--- src/hw/csi_pkg.sv ---
// package: register map, field layout, timing constants and carriers
package csi_pkg;
   // register addresses
   localparam logic [15:0] MODE_ADDR        = 16'hff68;
   localparam logic [15:0] GAP_ADDR         = 16'hff6b;
   localparam logic [15:0] SHIFT_ADDR       = 16'hff6c;
   localparam logic [15:0] XFER_CTRL_ADDR   = 16'hff6d;
   localparam logic [15:0] STATUS_ADDR      = 16'hff6e;
   // mode register fields
   localparam int          MODE_EN_BIT      = 7;
   localparam int          MODE_ORDER_BIT   = 6;
   localparam int          MODE_AUTO_BIT    = 5;
   localparam int          MODE_CLK_HI_BIT  = 1;
   localparam int          MODE_CLK_LO_BIT  = 0;
   localparam logic [7:0]  MODE_WMASK       = 8'he3;
   localparam logic [7:0]  MODE_RESET       = 8'h00;
   // gap register fields
   localparam int          GAP_ON_BIT       = 7;
   localparam logic [7:0]  GAP_WMASK        = 8'h9f;
   localparam logic [7:0]  GAP_RESET        = 8'h00;
   // transfer control fields
   localparam int          XC_RX_BIT        = 7;
   localparam int          XC_STROBE_BIT    = 2;
   localparam int          XC_BUSY_BIT      = 1;
   localparam logic [7:0]  XC_RESET         = 8'h00;
   // gap timing in main-clock periods, minimum in serial clock periods
   localparam int          GAP_UNIT_CYC     = 64;
   localparam int          GAP_MIN_EXTRA    = 28;
   localparam int          GAP_MAX_EXTRA    = 36;
   localparam int          GAP_MIN_SCK      = 2;
   // internal serial clock divider default (source enable pulses per half period)
   localparam int          SCK_HALF_DEFAULT = 4;

   typedef enum logic [1:0] {
      CLK_EXTERNAL,
      CLK_TIMER,
      CLK_PRESCALER
   } clk_src_e;

   typedef struct packed {
      logic       en;
      logic       lsb_first;
      logic       auto_sel;
      clk_src_e   clk_src;
   } mode_s;

   typedef struct packed {
      logic       write;
      logic       read;
      logic [15:0] addr;
      logic [7:0] wdata;
   } bus_req_s;
endpackage : csi_pkg

--- src/hw/byte_fifo.sv ---
// byte fifo with valid/ready on both sides
`timescale 1ns/1ps
module byte_fifo #(
   parameter int WIDTH = 8,
   parameter int DEPTH = 16
) (
   input  wire logic             ref_clk,
   input  wire logic             rst,
   input  wire logic [WIDTH-1:0] in_data,
   input  wire logic             in_valid,
   output logic                  in_ready,
   output logic      [WIDTH-1:0] out_data,
   output logic                  out_valid,
   input  wire logic             out_ready
);
   localparam int AW = $clog2(DEPTH);

   logic [WIDTH-1:0] mem [DEPTH];
   logic [AW-1:0]    wr_ptr;
   logic [AW-1:0]    rd_ptr;
   logic [AW:0]      count;
   logic             push;
   logic             pop;

   // handshake
   assign in_ready  = (count != AW'(0) + (AW+1)'(DEPTH));
   assign out_valid = (count != '0);
   assign push      = in_valid && in_ready;
   assign pop       = out_valid && out_ready;
   assign out_data  = mem[rd_ptr];

   // storage
   always_ff @(posedge ref_clk) begin
      if (push) begin
         mem[wr_ptr] <= in_data;
      end
   end

   // pointers and fill level
   always_ff @(posedge ref_clk or posedge rst) begin
      if (rst) begin
         wr_ptr <= '0;
         rd_ptr <= '0;
         count  <= '0;
      end else begin
         if (push) begin
            wr_ptr <= (wr_ptr == AW'(DEPTH-1)) ? '0 : wr_ptr + AW'(1);
         end
         if (pop) begin
            rd_ptr <= (rd_ptr == AW'(DEPTH-1)) ? '0 : rd_ptr + AW'(1);
         end
         if (push && !pop) begin
            count <= count + (AW+1)'(1);
         end else if (pop && !push) begin
            count <= count - (AW+1)'(1);
         end
      end
   end
endmodule : byte_fifo

--- src/hw/csi_channel.sv ---
// clocked three-wire serial channel with mode control and automatic byte gap
`timescale 1ns/1ps
module csi_channel #(
   parameter int FIFO_DEPTH = 16,
   parameter int SCK_HALF   = csi_pkg::SCK_HALF_DEFAULT
) (
   input  wire logic                ref_clk,
   input  wire logic                rst,
   // register port
   input  wire csi_pkg::bus_req_s   bus_req,
   output logic               [7:0] bus_rdata,
   // automatic transmit byte stream
   input  wire logic          [7:0] tx_data,
   input  wire logic                tx_valid,
   output logic                     tx_ready,
   // received byte stream
   output logic               [7:0] rx_data,
   output logic                     rx_valid,
   input  wire logic                rx_ready,
   // internal clock sources as one-cycle enables
   input  wire logic                timer_two_output,
   input  wire logic                prescaler_select,
   // serial pins
   input  wire logic                serial_clock_pin_in,
   output logic                     serial_clock_pin_out,
   output logic                     serial_clock_pin_oe,
   output logic                     serial_out_pin,
   output logic                     serial_out_pin_oe,
   input  wire logic                serial_in_pin,
   output logic                     serial_in_pin_owned,
   input  wire logic                busy_pin,
   output logic                     strobe_pin,
   output logic                     strobe_pin_oe,
   output logic                     transfer_done_flag
);
   typedef enum logic [1:0] {IDLE, SHIFT, GAP} state_e;

   state_e              state;
   csi_pkg::mode_s      mode;
   logic          [7:0] serial_channel_mode;
   logic          [7:0] auto_transfer_gap;
   logic          [7:0] auto_xfer_control;
   logic          [7:0] shift_register;
   logic          [2:0] bit_count;
   logic                sck_level;
   logic          [2:0] ext_sync;
   logic                ext_rise;
   logic                ext_fall;
   logic          [2:0] si_sync;
   logic                si_bit;
   logic          [7:0] half_div;
   logic                int_tick;
   logic                rise;
   logic                fall;
   logic         [11:0] gap_cnt;
   logic         [11:0] gap_target;
   logic                start_plain;
   logic                start_auto;
   logic          [7:0] f_tx_data;
   logic                f_tx_valid;
   logic                f_tx_pop;
   logic                rx_push;
   logic                rx_in_ready;
   logic                done_pulse;
   logic                gap_on;
   logic          [4:0] gap_count;
   logic                busy_ok;

   // reverse bit order for lsb-first data path
   function automatic logic [7:0] order(input logic [7:0] d, input logic lsb);
      logic [7:0] r;
      r = d;
      if (lsb) begin
         for (int i = 0; i < 8; i++) begin
            r[i] = d[7-i];
         end
      end
      return r;
   endfunction : order

   // mode field decode
   assign mode.en        = serial_channel_mode[csi_pkg::MODE_EN_BIT];
   assign mode.lsb_first = serial_channel_mode[csi_pkg::MODE_ORDER_BIT];
   assign mode.auto_sel  = serial_channel_mode[csi_pkg::MODE_AUTO_BIT];
   // clock source decode, low bit ignored when external
   assign mode.clk_src   = !serial_channel_mode[csi_pkg::MODE_CLK_HI_BIT] ? csi_pkg::CLK_EXTERNAL
                         : serial_channel_mode[csi_pkg::MODE_CLK_LO_BIT]  ? csi_pkg::CLK_PRESCALER
                         : csi_pkg::CLK_TIMER;
   assign gap_on    = auto_transfer_gap[csi_pkg::GAP_ON_BIT];
   assign gap_count = auto_transfer_gap[4:0];

   // register writes; reserved mode and gap bits held at zero
   always_ff @(posedge ref_clk or posedge rst) begin
      if (rst) begin
         serial_channel_mode <= csi_pkg::MODE_RESET;
         auto_transfer_gap   <= csi_pkg::GAP_RESET;
         auto_xfer_control   <= csi_pkg::XC_RESET;
      end else if (bus_req.write) begin
         if (bus_req.addr == csi_pkg::MODE_ADDR) begin
            serial_channel_mode <= bus_req.wdata & csi_pkg::MODE_WMASK;
         end else if (bus_req.addr == csi_pkg::GAP_ADDR) begin
            auto_transfer_gap <= bus_req.wdata & csi_pkg::GAP_WMASK;
         end else if (bus_req.addr == csi_pkg::XFER_CTRL_ADDR) begin
            auto_xfer_control <= bus_req.wdata;
         end
      end
   end

   // register reads
   always_comb begin
      if (bus_req.addr == csi_pkg::MODE_ADDR) begin
         bus_rdata = serial_channel_mode;
      end else if (bus_req.addr == csi_pkg::GAP_ADDR) begin
         bus_rdata = auto_transfer_gap;
      end else if (bus_req.addr == csi_pkg::SHIFT_ADDR) begin
         bus_rdata = order(shift_register, mode.lsb_first);
      end else if (bus_req.addr == csi_pkg::XFER_CTRL_ADDR) begin
         bus_rdata = auto_xfer_control;
      end else if (bus_req.addr == csi_pkg::STATUS_ADDR) begin
         bus_rdata = {5'h00, transfer_done_flag, state == GAP, state == SHIFT};
      end else begin
         bus_rdata = 8'h00;
      end
   end

   // three-stage synchronisers for pin inputs
   always_ff @(posedge ref_clk or posedge rst) begin
      if (rst) begin
         ext_sync <= 3'h7;
         si_sync  <= 3'h0;
      end else begin
         ext_sync <= {ext_sync[1:0], serial_clock_pin_in};
         si_sync  <= {si_sync[1:0], serial_in_pin};
      end
   end
   assign ext_rise = ext_sync[1] && !ext_sync[2];
   assign ext_fall = !ext_sync[1] && ext_sync[2];
   assign si_bit   = si_sync[2];

   // internal half-period tick from chosen source
   always_ff @(posedge ref_clk or posedge rst) begin
      if (rst) begin
         half_div <= 8'h00;
      end else if (state != SHIFT) begin
         half_div <= 8'h00;
      end else if ((mode.clk_src == csi_pkg::CLK_TIMER && timer_two_output) ||
                   (mode.clk_src == csi_pkg::CLK_PRESCALER && prescaler_select)) begin
         half_div <= (half_div == 8'(SCK_HALF - 1)) ? 8'h00 : half_div + 8'h01;
      end
   end
   assign int_tick = (mode.clk_src != csi_pkg::CLK_EXTERNAL) &&
                     (half_div == 8'(SCK_HALF - 1)) &&
                     ((mode.clk_src == csi_pkg::CLK_TIMER) ? timer_two_output
                                                           : prescaler_select);

   // serial clock edges, internal or external
   assign fall = (mode.clk_src == csi_pkg::CLK_EXTERNAL) ? ext_fall : (int_tick && sck_level);
   assign rise = (mode.clk_src == csi_pkg::CLK_EXTERNAL) ? ext_rise : (int_tick && !sck_level);

   // internal clock level, idles high
   always_ff @(posedge ref_clk or posedge rst) begin
      if (rst) begin
         sck_level <= 1'b1;
      end else if (state != SHIFT || !mode.en) begin
         sck_level <= 1'b1;
      end else if (int_tick) begin
         sck_level <= !sck_level;
      end
   end

   // handshake: busy ignored while gap control owns the interval
   assign busy_ok = gap_on || !auto_xfer_control[csi_pkg::XC_BUSY_BIT] || !busy_pin;

   // transfer start conditions
   assign start_plain = mode.en && !mode.auto_sel && state == IDLE && bus_req.write &&
                        bus_req.addr == csi_pkg::SHIFT_ADDR;
   assign start_auto  = mode.en && mode.auto_sel && state == IDLE && f_tx_valid &&
                        busy_ok;
   assign f_tx_pop    = start_auto;

   // gap length: (n+1)*64 + 28, at least 2*2*SCK_HALF main-clock periods with an internal clock source
   always_comb begin
      gap_target = 12'((32'(gap_count) + 1) * csi_pkg::GAP_UNIT_CYC
                       + csi_pkg::GAP_MIN_EXTRA);
      if (mode.clk_src != csi_pkg::CLK_EXTERNAL &&
          gap_target < 12'(csi_pkg::GAP_MIN_SCK * 2 * SCK_HALF)) begin
         gap_target = 12'(csi_pkg::GAP_MIN_SCK * 2 * SCK_HALF);
      end
   end

   // channel state machine
   always_ff @(posedge ref_clk or posedge rst) begin
      if (rst) begin
         state <= IDLE;
      end else if (!mode.en) begin
         state <= IDLE;
      end else begin
         case (state)
            IDLE: begin
               if (start_plain || start_auto) begin
                  state <= SHIFT;
               end
            end
            SHIFT: begin
               if (rise && bit_count == 3'h7) begin
                  state <= (mode.auto_sel && gap_on) ? GAP : IDLE;
               end
            end
            GAP: begin
               if (gap_cnt >= gap_target) begin
                  state <= IDLE;
               end
            end
            default: state <= IDLE;
         endcase
      end
   end

   // gap counter on main clock
   always_ff @(posedge ref_clk or posedge rst) begin
      if (rst) begin
         gap_cnt <= 12'h000;
      end else if (state == GAP) begin
         gap_cnt <= gap_cnt + 12'h001;
      end else begin
         gap_cnt <= 12'h000;
      end
   end

   // bit counter, cleared while disabled
   always_ff @(posedge ref_clk or posedge rst) begin
      if (rst) begin
         bit_count <= 3'h0;
      end else if (!mode.en || state != SHIFT) begin
         bit_count <= 3'h0;
      end else if (rise) begin
         bit_count <= bit_count + 3'h1;
      end
   end

   // shift register: plain register when stopped, shifts when enabled
   always_ff @(posedge ref_clk or posedge rst) begin
      if (rst) begin
         shift_register <= 8'h00;
      end else if (state == IDLE && bus_req.write && bus_req.addr == csi_pkg::SHIFT_ADDR) begin
         shift_register <= order(bus_req.wdata, mode.lsb_first);
      end else if (start_auto) begin
         shift_register <= order(f_tx_data, mode.lsb_first);
      end else if (mode.en && state == SHIFT && rise) begin
         shift_register <= {shift_register[6:0],
                            auto_xfer_control[csi_pkg::XC_RX_BIT] || !mode.auto_sel
                            ? si_bit : 1'b0};
      end
   end

   // serial out latch updates on falling edge; low after a write
   always_ff @(posedge ref_clk or posedge rst) begin
      if (rst) begin
         serial_out_pin <= 1'b0;
      end else if (state == IDLE && bus_req.write && bus_req.addr == csi_pkg::SHIFT_ADDR) begin
         serial_out_pin <= 1'b0;
      end else if (mode.en && state == SHIFT && fall) begin
         serial_out_pin <= shift_register[7];
      end
   end

   // done flag: set wins over software clear by status write
   assign done_pulse = state == SHIFT && rise && bit_count == 3'h7;
   always_ff @(posedge ref_clk or posedge rst) begin
      if (rst) begin
         transfer_done_flag <= 1'b0;
      end else if (done_pulse) begin
         transfer_done_flag <= 1'b1;
      end else if (bus_req.write && bus_req.addr == csi_pkg::STATUS_ADDR) begin
         transfer_done_flag <= 1'b0;
      end
   end

   // received bytes into the stream in automatic receive mode
   assign rx_push = done_pulse && mode.auto_sel && auto_xfer_control[csi_pkg::XC_RX_BIT];

   // strobe pulse after each automatic byte
   always_ff @(posedge ref_clk or posedge rst) begin
      if (rst) begin
         strobe_pin <= 1'b0;
      end else begin
         strobe_pin <= done_pulse && mode.auto_sel &&
                       auto_xfer_control[csi_pkg::XC_STROBE_BIT];
      end
   end

   // pin ownership: three serial lines only when enabled
   assign serial_out_pin_oe    = mode.en;
   assign serial_clock_pin_oe  = mode.en && mode.clk_src != csi_pkg::CLK_EXTERNAL;
   assign serial_clock_pin_out = sck_level;
   assign serial_in_pin_owned  = mode.en && (!mode.auto_sel ||
                                 auto_xfer_control[csi_pkg::XC_RX_BIT]);
   assign strobe_pin_oe        = mode.en && mode.auto_sel &&
                                 auto_xfer_control[csi_pkg::XC_STROBE_BIT];

   // transmit buffer
   byte_fifo #(.WIDTH(8), .DEPTH(FIFO_DEPTH)) tx_fifo (
      .ref_clk   (ref_clk),
      .rst       (rst),
      .in_data   (tx_data),
      .in_valid  (tx_valid),
      .in_ready  (tx_ready),
      .out_data  (f_tx_data),
      .out_valid (f_tx_valid),
      .out_ready (f_tx_pop)
   );

   // receive buffer; drops a byte only if full
   byte_fifo #(.WIDTH(8), .DEPTH(FIFO_DEPTH)) rx_fifo (
      .ref_clk   (ref_clk),
      .rst       (rst),
      .in_data   (order({shift_register[6:0], si_bit}, mode.lsb_first)),
      .in_valid  (rx_push),
      .in_ready  (rx_in_ready),
      .out_data  (rx_data),
      .out_valid (rx_valid),
      .out_ready (rx_ready)
   );
   logic unused_ok;
   assign unused_ok = rx_in_ready;
endmodule : csi_channel

--- config.mk ---
export PLATFORM = sky130hd
export DESIGN_NAME = csi_channel
export DESIGN_NICKNAME = d
export VERILOG_FILES = /design/src/hw/csi_pkg.sv /design/src/hw/byte_fifo.sv /design/src/hw/csi_channel.sv
export SDC_FILE = /design/constraint.sdc
export NUM_CORES = 1
export LEC_CHECK = 0
export BUFFER_PORTS_ARGS = -buffer_cell sky130_fd_sc_hd__clkbuf_2
export CORE_UTILIZATION = 55
export CTS_CLUSTER_DIAMETER = 60
export DETAILED_ROUTE_END_ITERATION = 8
export HOLD_SLACK_MARGIN = 0.06
export PLACE_DENSITY_LB_ADDON = 0.1
export SKIP_LAST_GASP = 1
export SLEW_MARGIN = 5
export SYNTH_ARGS = -nofsm -noshare
export SYNTH_HDL_FRONTEND = slang
export SYNTH_SLANG_ARGS = --single-unit
--- constraint.sdc ---
create_clock -name ref_clk -period 3.3 [get_ports ref_clk]
set_input_delay 0.165 -clock ref_clk [delete_from_list [all_inputs] [get_ports ref_clk]]
set_output_delay 0.165 -clock ref_clk [all_outputs]
set_load 0.02 [all_outputs]
==> metrics.md <==
| Metric | Value |
|---|---|
| Result of the run | `finished, final reports clean` |
| Source-to-sink clock delay at the later pin of the worst-skew pair | `520 ps` |
| Mean instance size in the synthesized netlist | `15.3 um2` |
| Biggest area contributors in the synthesized netlist | `edfxtp_1, dfrtp_1, mux4_2` |
| Top-count cell post-synth | `edfxtp_1` |
| Critical path fanouts, max | `4` |
| CTS tree | `done` |
| Number of antenna-violating nets in the routed design | `0` |
| Detailed-route wire length | `31.8 mm` |
| Unrepaired setup endpoints after global routing | `no` |
| Crit share post-route | `94.1%` |
| Post-synthesis cell area | `0.0154 mm2` |
| Post-synthesis net count | `1078` |
| Maximum number of pins on one net before global-route repair | `53` |
| Signed area change from the synthesized netlist to the final layout | `14.9%` |
| Sum of overflow across all layers after global routing | `0` |
| Critical Setup Path Class | `reg -> reg` |
| Number of search-and-repair iterations in the first detailed-routing pass | `4` |
| Routability cong. | `0.825` |
| Antenna violations before repair | `0` |
| Diode count | `0` |
| Overall routing resource usage | `23.0%` |
| Pre-CTS setup slack | `67.0 ps` |
| Ys Warns | `0` |
| Library cell occupying the most area in the post-synthesis netlist | `edfxtp_1` |
| HPWL after DPL | `21.3 mm` |
| Max Transition Viols Final | `0` |
| Final worst slack | `194 ps` |
| Worst-Margin Slew | `810 ps` |
| Final net count | `1181` |
| Number of buffers created by CTS | `38` |
| Total placed instance area | `0.0163 mm2` |
| Worst setup skew after layout | `18.6 ps` |
| Effective utilization at floorplan | `56.6%` |
| Startpoint type of the worst setup path | `flip-flop` |
| IO Count | `69` |
| Count of flip-flops with a built-in enable after synthesis | `256` |
| PwrDens | `559 mW/mm2` |
| Minimum clock period | `3110 ps` |
| Number of violations of the max-capacitance limit | `0` |
| Endpoints failing hold | `0` |
| PortBufs | `67` |
| Final setup violating endpoints | `0` |
| Worst supply voltage drop on vdd | `0.475 mV` |
| Portion of the post-synthesis area used by sequential elements | `64.3%` |
| Register bit count reported by yosys | `344` |
| Reg clk slew, reported paths | `60 ps` |
| Worst rel slew slack | `45.7%` |
| Share of flip-flops with an asynchronous set or reset | `25.6%` |
| Mapped Cells | `1003` |
| Via count | `8870` |
| Number of global-route vias before repair | `8934` |
| Worst Hold Class | `in -> reg` |
| Clock sinks | `344` |
| Die extent in y | `169 um` |
| Mean routed wirelength per cell | `21.1 um` |
| Fmax | `322 MHz` |
| Area share of the largest cell type after synthesis | `50.0%` |
| Required time at the endpoint of the critical path | `3700 ps` |
| Max Buffers Root-to-Sink | `3` |
| Floorplan Core Area | `0.0272 mm2` |
| Share of layout cells above drive strength 1 | `24.4%` |
| Via-to-Cell Ratio | `5.89` |
| Post-layout instance area | `0.0177 mm2` |
| Leakage power total | `6.10 nW` |
| Total negative setup slack | `0 ps` |
| Area of the die | `0.0286 mm2` |
| Crit path capture type | `flip-flop` |
| Unique masters post-synth | `68` |
| Width of the chip | `169 um` |
| Clk root buf | `clkbuf_16` |
| First-pass GRT wire length | `50.0 mm` |
| Data arrival time of the critical path | `3500 ps` |
| Most used flip-flop cell after synthesis | `edfxtp_1` |
| Leading post-synthesis cells by instance count | `edfxtp_1, nand2_1, dfrtp_1` |
| Iteration-0 DRC Markers | `639` |
| H-tree depth | `2` |
| Std-Cell Rows | `60` |
| Drt drc | `0` |
[layer usage]
| layer | vias to the layer above | global-route usage [%] | share of wire, % |
|---|---|---|---|
| met5 | - | 0 | 0 |
| met4 | 0 | 7.99 | 2.9 |
| met3 | 59 | 4.36 | 5.7 |
| met2 | 241 | 37.3 | 48 |
| met1 | 4461 | 31.6 | 44 |
| li1 | 4109 | - | - |
[kinds of logic (layout without fill, tap and decap cells)]
kind of cell	after synthesis	after routing	synth area share, %
buffers and inverters	73	205	1.97
AO/OA/AOI/OAI	133	133	5.94
XOR/XNOR	31	31	1.76
flip-flops	344	344	64.3
adder cells (fa/ha/maj)	32	32	2.70
AND/OR/NAND/NOR	273	273	9.47
multiplexers	117	117	13.9
[worst max-delay path, cell delays in order, from the launching register on]
cell and delay (ps):
dfrtp_1 380, ha_2 230, nor4b_4 290, nand4_4 150
a211oi_4 200, buf_4 170, and2_1 160, ha_1 190
inv_1 110, fa_1 420, a21o_1 170, a21oi_1 180
xnor2_1 140, nor2_1 60, xor2_1 140
[final cells by class]
type	instances	area, um2
clock buffer	58	1090
inverter	22	85.1
tap	372	465
clock inverter	11	183
fill	1988	9500
timing repair buffer	114	758
sequential	344	9900
multi-input combinational	586	5200
[state kept, by name (all words and copies together) (netlist names), 5 cells and up]
signal               cells
auto_transfer_gap        6
auto_xfer_control        8
gap_cnt                 12
half_div                 8
rx_fifo.count            5
rx_fifo.mem            128
serial_channel_mode      5
shift_register           8
tx_fifo.count            5
tx_fifo.mem            128
[repair_timing]
item,4_1_cts,5_1_grt
setup buffers,0,1
resized for setup,0,1
hold buffers,13,0
hold endpoints to repair,61,0
endpoints found under the setup margin,0,1
[stage by stage]
stage | cells | hold slack [ps] | total power [mW] | util (%)
after floorplan | 1003 | 169 | 5.45 | -
after global placement | 1424 | 238 | 5.65 | 59.8
after detailed placement | 1424 | 240 | 5.67 | 59.8
after CTS | 1506 | 83.1 | 9.97 | 65.0
after global routing | 1507 | 127 | 10.2 | 65.0
final | 1507 | 100 | 9.89 | 65.0
[final timing paths]
| path | startpoint | endpoint | slack [ps] | depth (start not counted) |
|---|---|---|---|---|
| max reg2reg | half_div[1] | rx_fifo.count[4] | 190 | 14 |
| min | tx_data[7] | tx_fifo.mem[11][7] | 100 | 1 |
| min in group asynchronous | rst | auto_transfer_gap[3] | 250 | 3 |
| max in group asynchronous | rst | ext_sync[1] | 2320 | 4 |
| min reg2reg | si_sync[1] | si_sync[2] | 360 | 0 |
| max | half_div[1] | rx_fifo.count[4] | 190 | 14 |
[cell usage in the layout (no fill, tap or decap), types with 23 or more instances in the layout]
master and n:
ha_1 29, mux2_2 23, and3_1 26, a21oi_1 25, buf_4 31, nand3_1 31, clkbuf_2 67, nor2_1 46
dfrtp_1 82, clkbuf_16 39, o21ai_0 30, mux4_2 72, nand2_1 86, edfxtp_1 256
[power breakdown]
group | internal [mW] | switching (mW) | total [mW]
clock network | 2.66 | 1.63 | 4.29
logic | 0.251 | 0.388 | 0.638
registers | 4.85 | 0.110 | 4.96
Note: power is estimated with default switching activity, not from simulation.
